### src/sar_adc_map.vh
/*
  register indices, field positions, reset values and timing counts of the
  successive-approximation converter control block.
  assumes a 32-bit register bus whose byte address is four times the index.
*/
`ifndef SAR_ADC_MAP_VH
`define SAR_ADC_MAP_VH

// ----------------------------------------------------------------------
// register indices (byte address is four times the index)
// ----------------------------------------------------------------------
`define RESULT_IDX 10'h010
`define CSR_IDX 10'h011
`define IRQ_STATUS_IDX 10'h012
`define IRQ_CLEAR_IDX 10'h013
`define IRQ_ENABLE_IDX 10'h014

// ----------------------------------------------------------------------
// control/status field positions
// ----------------------------------------------------------------------
`define CSR_DONE_BIT 7
`define CSR_RC_SEL_BIT 6
`define CSR_POWER_BIT 5
`define CSR_SEL_MSB 2
`define CSR_SEL_LSB 0
`define IRQ_DONE_BIT 0

// ----------------------------------------------------------------------
// reset values
// ----------------------------------------------------------------------
`define CSR_SEL_RESET 3'h0
`define RESULT_RESET 8'h00
`define IRQ_ENABLE_RESET 1'h0

// ----------------------------------------------------------------------
// timing counts
// ----------------------------------------------------------------------
`define CONV_TICKS 6'd32
`define SAMPLE_CYCLES 4'd12
`define FIRST_TRIAL_TICK 5'd14
`define LAST_TICK 5'd31

// ----------------------------------------------------------------------
// bus answers
// ----------------------------------------------------------------------
`define RESP_OKAY 2'h0
`define RESP_SLVERR 2'h2

`endif
### src/pin_sync.v
/*
  two-flop synchroniser for a group of asynchronous level inputs.
  assumes the inputs are independent levels; no bus coherence is implied.
*/
`timescale 1ns/1ps

module pin_sync #(
  parameter WIDTH = 2
) (
  input wire aclk,
  input wire aresetn,
  input wire [WIDTH-1:0] async_in,
  output wire [WIDTH-1:0] sync_out
);

  // ----------------------------------------------------------------------
  // synchroniser stages
  // ----------------------------------------------------------------------
  reg [WIDTH-1:0] meta_q;
  reg [WIDTH-1:0] stable_q;

  // first stage feeds only the second, so metastability never reaches logic
  always @(posedge aclk) begin
    if (!aresetn) begin
      meta_q <= {WIDTH{1'b0}};
      stable_q <= {WIDTH{1'b0}};
    end else begin
      meta_q <= async_in;
      stable_q <= meta_q;
    end
  end

  assign sync_out = stable_q;

endmodule

### src/sar_adc_control.v
/*
  control logic of an 8-bit successive-approximation converter with an
  eight-way input selector, reached over axi4-lite.
  assumes the analog front end outside: a comparator whose output is high
  while the held input is at or above the dac level, and a free-running rc
  oscillator whose clock arrives as a plain pin level.
*/
// Decided for this implementation: register access over AXI4-Lite.
`timescale 1ns/1ps
`include "sar_adc_map.vh"

module sar_adc_control (
  input wire aclk,
  input wire aresetn,
  input wire [11:0] s_axi_awaddr,
  input wire s_axi_awvalid,
  output wire s_axi_awready,
  input wire [31:0] s_axi_wdata,
  input wire [3:0] s_axi_wstrb,
  input wire s_axi_wvalid,
  output wire s_axi_wready,
  output wire [1:0] s_axi_bresp,
  output wire s_axi_bvalid,
  input wire s_axi_bready,
  input wire [11:0] s_axi_araddr,
  input wire s_axi_arvalid,
  output wire s_axi_arready,
  output wire [31:0] s_axi_rdata,
  output wire [1:0] s_axi_rresp,
  output wire s_axi_rvalid,
  input wire s_axi_rready,
  input wire comparator_in,
  input wire rc_osc_clk,
  input wire stop_mode,
  output wire [2:0] input_select,
  output wire sample_switch,
  output wire [7:0] dac_code,
  output wire comparator_enable,
  output wire rc_osc_enable,
  output wire irq
);

  // ----------------------------------------------------------------------
  // helpers
  // ----------------------------------------------------------------------
  function [11:0] byte_addr;
    input [9:0] idx;
    begin
      byte_addr = {idx, 2'b00};
    end
  endfunction

  // ----------------------------------------------------------------------
  // state and registers
  // ----------------------------------------------------------------------
  localparam ST_OFF = 1'b0;
  localparam ST_RUN = 1'b1;

  reg state_q;
  reg rc_sel_q;
  reg power_q;
  reg done_q;
  reg [2:0] sel_q;
  reg [7:0] result_q;
  reg cpu_div_q;
  reg [7:0] trial_q;
  reg [2:0] bit_q;
  reg [4:0] tick_cnt_q;
  reg [3:0] sample_cnt_q;
  reg sample_q;
  reg rc_prev_q;
  reg irq_status_q;
  reg irq_enable_q;
  reg irq_q;
  reg awready_q;
  reg wready_q;
  reg aw_hold_q;
  reg w_hold_q;
  reg [11:0] waddr_q;
  reg [31:0] wdata_q;
  reg wlane0_q;
  reg bvalid_q;
  reg [1:0] bresp_q;
  reg arready_q;
  reg rvalid_q;
  reg [31:0] rdata_q;
  reg [1:0] rresp_q;
  wire cmp_s;
  wire rc_s;
  pin_sync #(.WIDTH(2)) u_pin_sync (
    .aclk(aclk),
    .aresetn(aresetn),
    .async_in({comparator_in, rc_osc_clk}),
    .sync_out({cmp_s, rc_s})
  );

  // ----------------------------------------------------------------------
  // bus decode
  // ----------------------------------------------------------------------
  wire aw_take = s_axi_awvalid && awready_q;
  wire w_take = s_axi_wvalid && wready_q;
  wire do_write = aw_hold_q && w_hold_q && !bvalid_q;
  wire wr_csr = do_write && wlane0_q && (waddr_q == byte_addr(`CSR_IDX));
  wire wr_clear = do_write && wlane0_q && (waddr_q == byte_addr(`IRQ_CLEAR_IDX));
  wire wr_enable = do_write && wlane0_q && (waddr_q == byte_addr(`IRQ_ENABLE_IDX));
  wire ar_take = s_axi_arvalid && arready_q;
  wire rd_result = ar_take && (s_axi_araddr == byte_addr(`RESULT_IDX));

  // write is known only when the address is one of the mapped words
  wire waddr_ok = (waddr_q == byte_addr(`RESULT_IDX)) ||
                  (waddr_q == byte_addr(`CSR_IDX)) ||
                  (waddr_q == byte_addr(`IRQ_STATUS_IDX)) ||
                  (waddr_q == byte_addr(`IRQ_CLEAR_IDX)) ||
                  (waddr_q == byte_addr(`IRQ_ENABLE_IDX));

  // ----------------------------------------------------------------------
  // conversion clock selection
  // ----------------------------------------------------------------------
  // rc edges pass the synchroniser, so at most one tick per two bus cycles; the
  // cpu clock is halved since the synced comparator needs three cycles a bit
  wire rc_edge = rc_s && !rc_prev_q;
  wire active = power_q && !stop_mode;
  wire conv_tick = rc_sel_q ? rc_edge : cpu_div_q;
  wire last_tick = conv_tick && (tick_cnt_q == `LAST_TICK);
  wire decide_tick = conv_tick && (tick_cnt_q > `FIRST_TRIAL_TICK) &&
                     (tick_cnt_q[0] == 1'b0);
  wire trial_tick = conv_tick && (tick_cnt_q == `FIRST_TRIAL_TICK);
  wire finish = (state_q == ST_RUN) && active && last_tick && !wr_csr;

  // ----------------------------------------------------------------------
  // conversion sequencer
  // ----------------------------------------------------------------------
  // a control write or stop always wins over a finishing conversion
  always @(posedge aclk) begin
    if (!aresetn) begin
      state_q <= ST_OFF;
      cpu_div_q <= 1'b0;
      trial_q <= 8'h00;
      bit_q <= 3'h7;
      tick_cnt_q <= 5'h00;
      sample_cnt_q <= 4'h0;
      sample_q <= 1'b0;
      rc_prev_q <= 1'b0;
      result_q <= `RESULT_RESET;
    end else begin
      rc_prev_q <= rc_s;
      cpu_div_q <= !cpu_div_q;
      if (!active || wr_csr) begin
        // restart fresh: next run begins with a new sample
        state_q <= active ? ST_RUN : ST_OFF;
        trial_q <= 8'h00;
        bit_q <= 3'h7;
        tick_cnt_q <= 5'h00;
        sample_cnt_q <= 4'h0;
        sample_q <= active;
      end else begin
        case (state_q)
          ST_OFF: begin
            state_q <= ST_RUN;
            sample_q <= 1'b1;
          end
          ST_RUN: begin
            // sampling window counted in bus cycles whatever the clock
            if (sample_q) begin
              if (sample_cnt_q == `SAMPLE_CYCLES - 4'd1) begin
                sample_q <= 1'b0;
              end
              sample_cnt_q <= sample_cnt_q + 4'd1;
            end
            if (conv_tick) begin
              tick_cnt_q <= tick_cnt_q + 5'd1;
            end
            if (trial_tick) begin
              trial_q <= 8'h80;
            end else if (decide_tick && !sample_q) begin
              // keep the trial bit only when the input is not below it
              if (!cmp_s) begin
                trial_q[bit_q] <= 1'b0;
              end
              if (bit_q != 3'h0) begin
                trial_q[bit_q - 3'd1] <= 1'b1;
                bit_q <= bit_q - 3'd1;
              end
            end
            if (last_tick) begin
              // full scale needs no overflow bit: all trials kept gives ff
              result_q <= trial_q;
              trial_q <= 8'h00;
              bit_q <= 3'h7;
              tick_cnt_q <= 5'h00;
              sample_q <= 1'b1;
              sample_cnt_q <= 4'h0;
            end
          end
          default: begin
            state_q <= ST_OFF;
          end
        endcase
      end
    end
  end

  // ----------------------------------------------------------------------
  // control/status register
  // ----------------------------------------------------------------------
  // completion sets done even if a result read lands in the same cycle
  always @(posedge aclk) begin
    if (!aresetn) begin
      rc_sel_q <= 1'b0;
      power_q <= 1'b0;
      done_q <= 1'b0;
      sel_q <= `CSR_SEL_RESET;
    end else begin
      if (wr_csr) begin
        rc_sel_q <= wdata_q[`CSR_RC_SEL_BIT];
        power_q <= wdata_q[`CSR_POWER_BIT];
        sel_q <= wdata_q[`CSR_SEL_MSB:`CSR_SEL_LSB];
      end
      if (finish) begin
        done_q <= 1'b1;
      end else if (rd_result || wr_csr) begin
        done_q <= 1'b0;
      end
    end
  end

  // ----------------------------------------------------------------------
  // interrupt status, clear and enable
  // ----------------------------------------------------------------------
  wire irq_status_d = finish || (irq_status_q && !(wr_clear && wdata_q[`IRQ_DONE_BIT]));
  wire irq_enable_d = wr_enable ? wdata_q[`IRQ_DONE_BIT] : irq_enable_q;

  // the line is registered from next values so it follows status at once
  always @(posedge aclk) begin
    if (!aresetn) begin
      irq_status_q <= 1'b0;
      irq_enable_q <= `IRQ_ENABLE_RESET;
      irq_q <= 1'b0;
    end else begin
      irq_status_q <= irq_status_d;
      irq_enable_q <= irq_enable_d;
      irq_q <= irq_status_d && irq_enable_d;
    end
  end

  // ----------------------------------------------------------------------
  // axi4-lite write channel
  // ----------------------------------------------------------------------
  // address and data are taken in either order; both ready lines reopen
  // only after the response is accepted, so one write is in flight at most
  always @(posedge aclk) begin
    if (!aresetn) begin
      awready_q <= 1'b0;
      wready_q <= 1'b0;
      aw_hold_q <= 1'b0;
      w_hold_q <= 1'b0;
      waddr_q <= 12'h000;
      wdata_q <= 32'h00000000;
      wlane0_q <= 1'b0;
      bvalid_q <= 1'b0;
      bresp_q <= `RESP_OKAY;
    end else begin
      if (!aw_hold_q && !bvalid_q && !awready_q) begin
        awready_q <= 1'b1;
      end
      if (!w_hold_q && !bvalid_q && !wready_q) begin
        wready_q <= 1'b1;
      end
      if (aw_take) begin
        awready_q <= 1'b0;
        aw_hold_q <= 1'b1;
        waddr_q <= s_axi_awaddr;
      end
      if (w_take) begin
        wready_q <= 1'b0;
        w_hold_q <= 1'b1;
        wdata_q <= s_axi_wdata;
        wlane0_q <= s_axi_wstrb[0];
      end
      if (do_write) begin
        aw_hold_q <= 1'b0;
        w_hold_q <= 1'b0;
        bvalid_q <= 1'b1;
        bresp_q <= waddr_ok ? `RESP_OKAY : `RESP_SLVERR;
      end
      if (bvalid_q && s_axi_bready) begin
        bvalid_q <= 1'b0;
      end
    end
  end

  // ----------------------------------------------------------------------
  // axi4-lite read channel
  // ----------------------------------------------------------------------
  always @(posedge aclk) begin
    if (!aresetn) begin
      arready_q <= 1'b0;
      rvalid_q <= 1'b0;
      rdata_q <= 32'h00000000;
      rresp_q <= `RESP_OKAY;
    end else begin
      if (!rvalid_q && !arready_q) begin
        arready_q <= 1'b1;
      end
      if (ar_take) begin
        arready_q <= 1'b0;
        rvalid_q <= 1'b1;
        rresp_q <= `RESP_OKAY;
        if (s_axi_araddr == byte_addr(`RESULT_IDX)) begin
          rdata_q <= {24'h000000, result_q};
        end else if (s_axi_araddr == byte_addr(`CSR_IDX)) begin
          rdata_q <= {24'h000000, done_q, rc_sel_q, power_q, 2'b00, sel_q};
        end else if (s_axi_araddr == byte_addr(`IRQ_STATUS_IDX)) begin
          rdata_q <= {31'h00000000, irq_status_q};
        end else if (s_axi_araddr == byte_addr(`IRQ_ENABLE_IDX)) begin
          rdata_q <= {31'h00000000, irq_enable_q};
        end else if (s_axi_araddr == byte_addr(`IRQ_CLEAR_IDX)) begin
          rdata_q <= 32'h00000000; // write-only word reads as zero
        end else begin
          rdata_q <= 32'h00000000;
          rresp_q <= `RESP_SLVERR;
        end
      end
      if (rvalid_q && s_axi_rready) begin
        rvalid_q <= 1'b0;
      end
    end
  end

  // ----------------------------------------------------------------------
  // outputs
  // ----------------------------------------------------------------------
  assign s_axi_awready = awready_q;
  assign s_axi_wready = wready_q;
  assign s_axi_bvalid = bvalid_q;
  assign s_axi_bresp = bresp_q;
  assign s_axi_arready = arready_q;
  assign s_axi_rvalid = rvalid_q;
  assign s_axi_rdata = rdata_q;
  assign s_axi_rresp = rresp_q;
  assign input_select = sel_q;
  assign sample_switch = sample_q;
  assign dac_code = trial_q;
  assign comparator_enable = state_q;
  assign rc_osc_enable = rc_sel_q;
  assign irq = irq_q;

endmodule

### config.mk
export PLATFORM = sky130hd
export DESIGN_NAME = sar_adc_control
export DESIGN_NICKNAME = d
export VERILOG_FILES = /design/src/pin_sync.v /design/src/sar_adc_control.v
export VERILOG_INCLUDE_DIRS = /design/src
export SDC_FILE = /design/constraint.sdc
export NUM_CORES = 1
export LEC_CHECK = 0
export BUFFER_PORTS_ARGS = -buffer_cell sky130_fd_sc_hd__buf_4
export CAP_MARGIN = 10
export CORE_ASPECT_RATIO = 1.1
export CORE_UTILIZATION = 25
export DETAILED_ROUTE_END_ITERATION = 12
export SYNTH_ARGS = -nofsm -noshare
export SYNTH_HDL_FRONTEND = slang
export SYNTH_HIERARCHICAL = 1
export SYNTH_SLANG_ARGS = --single-unit
### constraint.sdc
create_clock -name aclk -period 4.4 [get_ports aclk]
set_clock_uncertainty 0.1 [all_clocks]
set_input_delay 0.22 -clock aclk [delete_from_list [all_inputs] [get_ports aclk]]
set_output_delay 0.22 -clock aclk [all_outputs]
set_load 0.05 [all_outputs]
Word level (Yosys, flattened, before mapping)
Index checks and enable logic that the tools add are counted.
{"block": "word_totals", "regBits": 108, "in_bits": 70, "output_inout_bits": 56, "elab_cells": 175}
{"block": "op_classes", "addsub": 3, "magnitude_cmp": 5, "n_eq_ne": 14, "muxes": 43, "bitwise_logic": 7, "reduce_logical": 72}
{"operator": "12-bit by 7-bit == test with 1-bit output, second input constant", "n": 10}
{"operator": "8-bit two-way mux", "n": 12}
{"operator": "1-bit logical AND", "n": 32}
{"operator": "1-bit logical NOT", "n": 14}
{"operator": "1-bit two-way mux", "n": 14}
{"operator": "2-bit OR reduction", "n": 7}
{"operator": "2-bit two-way mux", "n": 6}
{"operator": "3-bit two-way mux", "n": 4}
{"operator": "5-bit two-way mux", "n": 2}
{"operator": "2-bit nonzero test", "n": 5}
{"operator": "8-bit bitwise AND", "n": 1}
{"operator": "3-bit by 4-bit less-than comparator with 1-bit output, second input constant", "n": 2}
{"operator": "4-bit two-way mux", "n": 2}
{"operator": "8-bit NOT", "n": 1}
{"operator": "8-bit bitwise OR", "n": 1}
{"operator": "1-bit logical OR", "n": 7}
{"operator": "1-bit demux with 3-bit select", "n": 2}
{"operator": "3-bit by 1-bit >= comparator with 1-bit output, second input constant", "n": 2}
{"operator": "2-bit AND reduction", "n": 3}
{"operator": "3-bit nonzero test", "n": 2}
{"operator": "5-bit by 1-bit adder with 5-bit output, second input constant", "n": 1}
{"operator": "5-bit by 4-bit == test with 1-bit output, second input constant", "n": 1}
{"operator": "5-bit == test, second input constant", "n": 1}
{"operator": "5-bit by 4-bit greater-than comparator with 1-bit output, second input constant", "n": 1}
{"operator": "other kinds (8)", "n": 11}

Logic depth before layout (Yosys ltp)
Gate-level depths: netlist of the first run.
{"block": "depth", "word_depth": 17, "depth_mapped": 9, "mapped_depth_nobuf": 7}

Modules after synthesis
The synthesis of the first run kept the hierarchy.
{"module": "sar_adc_control", "instances": 1, "cells_each": 447, "area_per_inst_um2": 3769.9, "seq_area_each_um2": 1521.5}
{"module": "pin_sync", "instances": 1, "cells_each": 8, "area_per_inst_um2": 105.1, "seq_area_each_um2": 80.1}

Worst setup path after synthesis of the first run
Ideal clock, no wire load.
{"block": "synth_path", "kind": "reg-to-reg", "startpoint": "register bit_q[0]", "endpoint": "register trial_q[1], in the netlist dac_code[1]", "setup_ns": 0.070, "t_arrival_ns": 2.240, "required_time_ns": 4.230, "path_slack_ns": 1.991, "stages_incl_launch_ff": 9, "n_path_buf": 2, "path_cell_list": "dfxtp_1 > clkbuf_1 > clkinv_1 > ha_1 > clkbuf_1 > nor4b_1 > o22a_1 > o221ai_1 > a21oi_1"}
{"block": "synth_between", "elab_chain_len": 17, "word_cells_on_any_way": 25, "cone_classes": "1 x add/sub; 4 x order compare; 14 x mux; 3 x bitwise; 3 x reduce/logical"}
{"item": "start: declaration", "line_no": "sar_adc_control.v:67", "source": "reg [2:0] bit_q;"}
{"item": "start signal: assignment", "line_no": "sar_adc_control.v:182", "source": "bit_q <= bit_q - 3'd1;"}
{"item": "3-bit by 4-bit less-than comparator with 1-bit output (implied by the code) / 3-bit by 1-bit >= comparator with 1-bit output (equally long branches)", "line_no": "sar_adc_control.v:178", "source": "trial_q[bit_q] <= 1'b0;"}
{"item": "1-bit logical AND (implied by the code)", "line_no": "sar_adc_control.v:178"}
{"item": "1-bit two-way mux (implied by the code)", "line_no": "sar_adc_control.v:178"}
{"item": "1-bit demux with 3-bit select", "line_no": "sar_adc_control.v:178"}
{"item": "8-bit NOT (no line)"}
{"item": "8-bit bitwise AND (no line)"}
{"item": "8-bit two-way mux", "line_no": "sar_adc_control.v:177", "source": "if (!cmp_s) begin"}
{"item": "8-bit two-way mux", "line_no": "sar_adc_control.v:175", "source": "end else if (decide_tick && !sample_q) begin"}
{"item": "8-bit two-way mux", "line_no": "sar_adc_control.v:173", "source": "if (trial_tick) begin"}
{"item": "8-bit two-way mux", "line_no": "sar_adc_control.v:157", "source": "case (state_q)"}
{"item": "8-bit two-way mux", "line_no": "sar_adc_control.v:148", "source": "if (!active || wr_csr) begin"}
{"item": "8-bit two-way mux", "line_no": "sar_adc_control.v:135", "source": "if (!aresetn) begin"}
{"item": "8-bit bitwise OR (no line)"}
{"item": "8-bit two-way mux *", "line_no": "sar_adc_control.v:180", "source": "if (bit_q != 3'h0) begin"}
{"item": "8-bit two-way mux *", "line_no": "sar_adc_control.v:175"}
{"item": "8-bit two-way mux *", "line_no": "sar_adc_control.v:173"}
{"item": "8-bit two-way mux *", "line_no": "sar_adc_control.v:185", "source": "if (last_tick) begin"}
{"item": "end signal: assignment", "line_no": "sar_adc_control.v:174", "source": "trial_q <= 8'h80;"}
{"item": "end signal: indexed assignment", "line_no": "sar_adc_control.v:178"}
{"item": "end signal: indexed assignment", "line_no": "sar_adc_control.v:181", "source": "trial_q[bit_q - 3'd1] <= 1'b1;"}
{"item": "end: declaration", "line_no": "sar_adc_control.v:66", "source": "reg [7:0] trial_q;"}
Every way passes the cells marked *; elsewhere a longest branch is shown, timed or not. The select of a mux whose other input is x is not followed.
A chain may end at the register's enable or synchronous reset.

Worst setup path after layout of the first run
{"block": "layout_path", "startpoint": "register tick_cnt_q[0]", "endpoint": "register irq_q, in the netlist irq"}
{"block": "layout_between", "elab_chain_len": 6}
{"item": "start: declaration", "line_no": "sar_adc_control.v:68", "source": "reg [4:0] tick_cnt_q;"}
{"item": "start signal: assignment", "line_no": "sar_adc_control.v:171", "source": "tick_cnt_q <= tick_cnt_q + 5'd1;"}
{"item": "5-bit == test (no line)"}
{"item": "1-bit logical AND", "line_no": "sar_adc_control.v:124", "source": "wire last_tick = conv_tick && (tick_cnt_q == `LAST_TICK);"}
{"item": "1-bit logical AND (2 in a row)", "line_no": "sar_adc_control.v:128", "source": "wire finish = (state_q == ST_RUN) && active && last_tick && !wr_csr;"}
{"item": "1-bit logical OR", "line_no": "sar_adc_control.v:230", "source": "wire irq_status_d = finish || (irq_status_q && !(wr_clear && wdata_q[`IRQ_DONE_BIT]));"}
{"item": "1-bit logical AND", "line_no": "sar_adc_control.v:242", "source": "irq_q <= irq_status_d && irq_enable_d;"}
{"item": "end signal: assignment", "line_no": "sar_adc_control.v:242"}
{"item": "end: declaration", "line_no": "sar_adc_control.v:74", "source": "reg irq_q;"}
Every way passes these cells.

==> impl_metrics.json, run 1 <==
{
  "seq_area_frac_synth": 0.413,
  "syn_avg_cell_area_um2": 8.52,
  "hold_class": "primary input to flop",
  "htreeDepth": 3,
  "design_area_um2": 4730,
  "antenna_found_initial": 0,
  "layout-drive-gt1-share": 0.209,
  "dp_hpwl_mm": 6.60,
  "initial_core_util": 0.256,
  "synthFlopType": "dfxtp_1",
  "place_area_um2": 4420,
  "cts_tree": "done",
  "hold_buffers": 2,
  "p_int_mw": 1.24,
  "yosys_warnings": 6,
  "syn_inst": 455,
  "max_freq_mhz": 343,
  "ys_top_cells_by_count": "80 x dfxtp_1, 69 x nand2_1, 27 x nor2_1, 26 x buf_4",
  "synth-edff-count": 0,
  "switchingPower_mw": 0.403,
  "ir_worst_vdd_mv": 0.147,
  "ctsRootBufferMaster": "clkbuf_16",
  "vias_per_cell": 4.63,
  "power_density_nw_per_um2": 348,
  "combPwrFrac": 0.093,
  "status": "finished clean",
  "rsz0062_at_grt": "no",
  "grt_max_degree": 68,
  "remaining_drc_errors": 0,
  "routedWlPerCell_um": 12.5,
  "yosysTopAreaCell": "dfxtp_1",
  "endpoint_kind": "flop",
  "io_buffers": 69,
  "ctsLongestPathBuffers": 2,
  "cts.repair.resized": 0,
  "final_hold_viol_count": 0,
  "cts_buffers": 9,
  "synth.ff_latch_count": 80,
  "clk_pin_slew_worst_paths_ps": 60,
  "setup.worst_path.start_class": "flop",
  "finalSetupViolations": 0,
  "num_io_pins": 126,
  "period_needed_ps": 2920,
  "regArea_um2": 1600,
  "fillers": 1563,
  "multiInputGateArea_um2": 2020,
  "fin_cells": 712,
  "clock_sinks": 80,
  "postRouteAntennaNets": 0,
  "globalplace.congestion": 0.786,
  "grt_pass1_vias": 3098,
  "rows": 47,
  "slew_headroom": 0.340,
  "power_frac_clock": 0.448,
  "synthTopCellsByArea": "dfxtp_1 41%, nand2_1 6.7%, buf_4 5.0%",
  "n_antenna_cell": 0,
  "coreArea_um2": 15100,
  "chipHeight_um": 133,
  "p_sw_frac": 0.245,
  "fin_setup_tns_ps": 0,
  "crit_required_ps": 4550,
  "area_delta_synth_final_pct": 22.1,
  "grt-ovfl-total": 0,
  "drt_iter0_markers": 191,
  "cp_max_fo": 17,
  "tightest_slew_ps": 990,
  "cap_violations": 0,
  "crit_type": "flop to flop",
  "cts_setup_buffers": 0,
  "drv_slew": 0,
  "synthDistinctLibCells": 63,
  "die_w_um": 121,
  "synth.most_common_cell": "dfxtp_1",
  "drt_first_pass_iters": 4,
  "leakage_nw": 1.74,
  "fin_crit_sh": 0.663,
  "num_vias": 3300,
  "seq_power_share": 0.459,
  "dieArea_um2": 16000,
  "grt_pass1_wl_mm": 14.8,
  "clk_latency_ps": 330,
  "synth-async-reset-ratio": 0,
  "crit_arrival_ps": 3070,
  "place_inst": 695,
  "syn_area_um2": 3870,
  "nets": 587,
  "wirelength_mm": 8.90,
  "grt.total_usage": 0.115,
  "fin_util": 0.313,
  "yosysTopAreaCellShare": 0.413
}
[cells by family after synthesis]
family / share of synthesized area
mux: 0.00517
simple gates: 0.260
xor+xnor: 0.00226
other cells: 0.000968
buf+inv: 0.0885
fa+ha+maj: 0.0161
flops: 0.413
compound gates: 0.214
[state kept, by name, summed over array words and instances (netlist names), 2 cells and up]
signal / flops
dac_code: 8
result_q: 8
wdata_q: 5
u_pin_sync/meta_q: 2
s_axi_rdata: 8
waddr_q: 12
input_select: 3
sample_cnt_q: 4
u_pin_sync/sync_out: 2
tick_cnt_q: 5
bit_q: 3
[power by group through the flow]
stage / registers, mW / logic (mW) / clock network, mW
floorplan: 0.783 / 0.114 / 0
global placement: 0.771 / 0.151 / 0
detailed placement: 0.772 / 0.153 / 0
CTS: 0.756 / 0.155 / 0.748
global route: 0.759 / 0.166 / 0.779
finish: 0.756 / 0.153 / 0.738
[cell usage in the layout, fill, tap and decap left out, types with 8 or more instances in the layout]
cell / Yosys / layout
nor2_1: 27 / 27
a22oi_1: 11 / 11
a21oi_1: 23 / 23
conb_1: 1 / 26
nand2_1: 69 / 69
inv_1: 8 / 8
o21ai_0: 19 / 19
dfxtp_1: 80 / 80
and2_1: 10 / 10
nand3_1: 13 / 13
a21boi_0: 23 / 23
nor2b_1: 15 / 15
clkbuf_16: 0 / 9
o21ai_2: 8 / 8
buf_4: 26 / 69
[worst max-delay path, cell delays in order, from the launching register on]
cell       delay (ps)
dfxtp_1           460
ha_1              220
and3_1            160
ha_1              460
o2111ai_1         290
a21oi_2           790
a21oi_1           120
nor3b_1           220
[layer usage]
metal	GRT usage	up-vias	wire (µm)
li1	-	1674	-
met1	0.142	1528	4040
met2	0.191	82	4310
met3	0.0259	16	322
met4	0.0501	0	238
met5	0	-	0
[area by class of cell]
class,count,area share
clock buffers,12,0.0521
clock inverters,3,0.00899
inverters,9,0.00714
multi-input cells,341,0.428
flip-flops and latches,80,0.338
well taps,196,0.0518
repair buffers,71,0.114
[stage by stage]
| step | setup slack (ps) | power (mW) | hold WS [ps] |
|---|---|---|---|
| global placement | 1560 | 0.923 | 295 |
| finish | 1480 | 1.65 | 46.0 |
| floorplan | 1990 | 0.897 | 242 |
| CTS | 1480 | 1.66 | 42.3 |
| detailed placement | 1520 | 0.925 | 297 |
| global route | 1240 | 1.70 | 51.9 |
[path summary, 6_finish.rpt]
kind | from | end | slack (ps) | cells past startpoint
worst max-delay path | tick_cnt_q[0] | irq | 1480 | 7
worst max register to register | tick_cnt_q[0] | irq | 1480 | 7
worst min-delay path | s_axi_awaddr[5] | waddr_q[5] | 50 | 3
worst min register to register | cpu_div_q | cpu_div_q | 310 | 1
Note: power is estimated with default switching activity, not from simulation.
==> inputs of run 2 (changes only) <==
- clock period: 4.4 -> 2.6 ns (I/O delays scaled with it)
==> impl_metrics.json, run 2 (synthesized netlist as in run 1, its figures left out) <==
{
  "power_density_nw_per_um2": 608,
  "htreeDepth": 3,
  "setup.worst_path.start_class": "flop",
  "chipHeight_um": 133,
  "whs_endpoint": "wdata_q[1]",
  "power_frac_clock": 0.493,
  "grt_max_degree": 37,
  "top_register": "waddr_q",
  "crit_chain": "ha_1 > and3_1 > ha_1 > buf_4 > nor3_2 > o221ai_1 > a21oi_1",
  "hold_depth": 3,
  "cts_tree": "done",
  "max_freq_mhz": 433,
  "reg2reg_depth": 7,
  "clk_pin_slew_worst_paths_ps": 60,
  "n_antenna_cell": 0,
  "ctsRootBufferMaster": "clkbuf_16",
  "rows": 47,
  "postRouteAntennaNets": 0,
  "switchingPower_mw": 0.694,
  "crit_required_ps": 2770,
  "num_io_pins": 126,
  "dieArea_um2": 16000,
  "hold_class": "primary input to flop",
  "initial_core_util": 0.256,
  "fillers": 1532,
  "slew_headroom": 0.595,
  "slowest_stage": "nor3_2",
  "design_area_um2": 5080,
  "cts.repair.resized": 0,
  "clk_latency_ps": 340,
  "cts_buffers": 9,
  "grt-ovfl-total": 0,
  "area_delta_synth_final_pct": 31.1,
  "ir_worst_vdd_mv": 0.330,
  "hold_start": "s_axi_wvalid",
  "rsz0062_at_grt": "no",
  "crit_type": "flop to flop",
  "fin_cells": 741,
  "place_area_um2": 4500,
  "r2r_slack_ps": 290,
  "grt_pass1_wl_mm": 15.6,
  "final_cell_mix": "80 x dfxtp_1, 77 x buf_4, 69 x nand2_1, 27 x nor2_1, 26 x conb_1",
  "drt_iter0_markers": 172,
  "wirelength_mm": 9.36,
  "cap_violations": 0,
  "cp_max_fo": 9,
  "crit_arrival_ps": 2480,
  "tightest_slew_ps": 604,
  "fin_crit_sh": 0.888,
  "grt.total_usage": 0.122,
  "io_buffers": 69,
  "nets": 616,
  "drv_slew": 0,
  "vias_per_cell": 4.53,
  "combPwrFrac": 0.093,
  "final_common_cell": "dfxtp_1",
  "num_vias": 3360,
  "finalSetupViolations": 0,
  "period_needed_ps": 2310,
  "remaining_drc_errors": 0,
  "layout-drive-gt1-share": 0.217,
  "worst_path_largest_cell_delay_ps": 480,
  "status": "finished clean",
  "seq_power_share": 0.414,
  "crit_top_cell": "ha_1",
  "final_hold_viol_count": 0,
  "routedWlPerCell_um": 12.6,
  "coreArea_um2": 15100,
  "die_w_um": 121,
  "fin_setup_tns_ps": 0,
  "place_inst": 704,
  "grt_pass1_vias": 3309,
  "antenna_found_initial": 0,
  "p_sw_frac": 0.225,
  "reg2reg_from": "tick_cnt_q[0]",
  "ctsLongestPathBuffers": 2,
  "dp_hpwl_mm": 6.91,
  "drt_first_pass_iters": 4,
  "p_int_mw": 2.40,
  "clock_sinks": 80,
  "worstReg2RegEnd": "dac_code[1]",
  "largest_reg_flops": 12,
  "leakage_nw": 1.91,
  "globalplace.congestion": 0.807,
  "endpoint_kind": "flop"
}
-- run 2: cell count changes in the layout (fill, tap and decap cells not counted), sizes merged --
| cell | before | now |
|---|---|---|
| clkinv | 2 | 1 |
| clkinvlp | 1 | 0 |
| dlygate4sd3 | 2 | 22 |
| inv | 8 | 9 |
| buf | 69 | 78 |
| bufinv | 1 | 4 |
| clkbuf | 12 | 10 |
-- run 2: what timing repair did --
item                                    4_1_cts  5_1_grt
buffers inserted                              0        0
endpoints found under the setup margin        0        0
hold buffers                                 22        0
endpoints found under the hold margin        22        0
-- run 2: cell type report --
type,count,area (µm²),share of cell area
flip-flops and latches,80,1600,0.315
clock buffers,10,229,0.0451
inverters,9,33.8,0.00665
well taps,196,245,0.0483
clock inverters,5,129,0.0254
multi-input cells,341,2020,0.398
repair buffers,100,818,0.161
-- run 2: worst max path at each step --
stage | endpoint | startpoint | slack (ps) | cells after the start
2_1_floorplan | dac_code[1] | bit_q[0] | 190 | 8
3_3_place_gp | dac_code[7] | tick_cnt_q[0] | 350 | 7
3_5_place_dp | dac_code[7] | tick_cnt_q[0] | 330 | 7
4_1_cts | dac_code[7] | tick_cnt_q[0] | 300 | 7
5_1_grt | dac_code[2] | tick_cnt_q[0] | 130 | 7
6_report | dac_code[1] | tick_cnt_q[0] | 290 | 7
-- run 2: per-layer routing --
layer  share of wire  GRT usage
met3           0.030     0.0259
met1            0.46      0.151
met5               0          0
met4           0.015     0.0494
met2            0.50      0.206
-- run 2: worst max-delay path: cells and delay by family (launching register included) --
kind,cells,cell delay [ps]
AO/OA/AOI/OAI,2,410
adder cells (fa/ha/maj),2,500
buffers and inverters,1,200
flip-flops,1,370
AND/OR/NAND/NOR,2,660
-- run 2: through the flow --
step           total power, mW  worst slack, ps  utilization  hold WS, ps
2_1_floorplan             1.52              191            -          152
3_3_place_gp              1.56              346        0.298          259
3_5_place_dp              1.57              327        0.298          256
4_1_cts                   3.13              299        0.336         15.9
5_1_grt                   3.21              126        0.336         34.4
6_report                  3.09              291        0.336         28.3
-- run 2: power by group through the flow --
stage | sequential (mW) | combinational (mW) | clock (mW)
finish | 1.28 | 0.288 | 1.52
global route | 1.28 | 0.311 | 1.61
CTS | 1.28 | 0.289 | 1.56
detailed placement | 1.31 | 0.263 | 0
global placement | 1.31 | 0.259 | 0
floorplan | 1.32 | 0.193 | 0
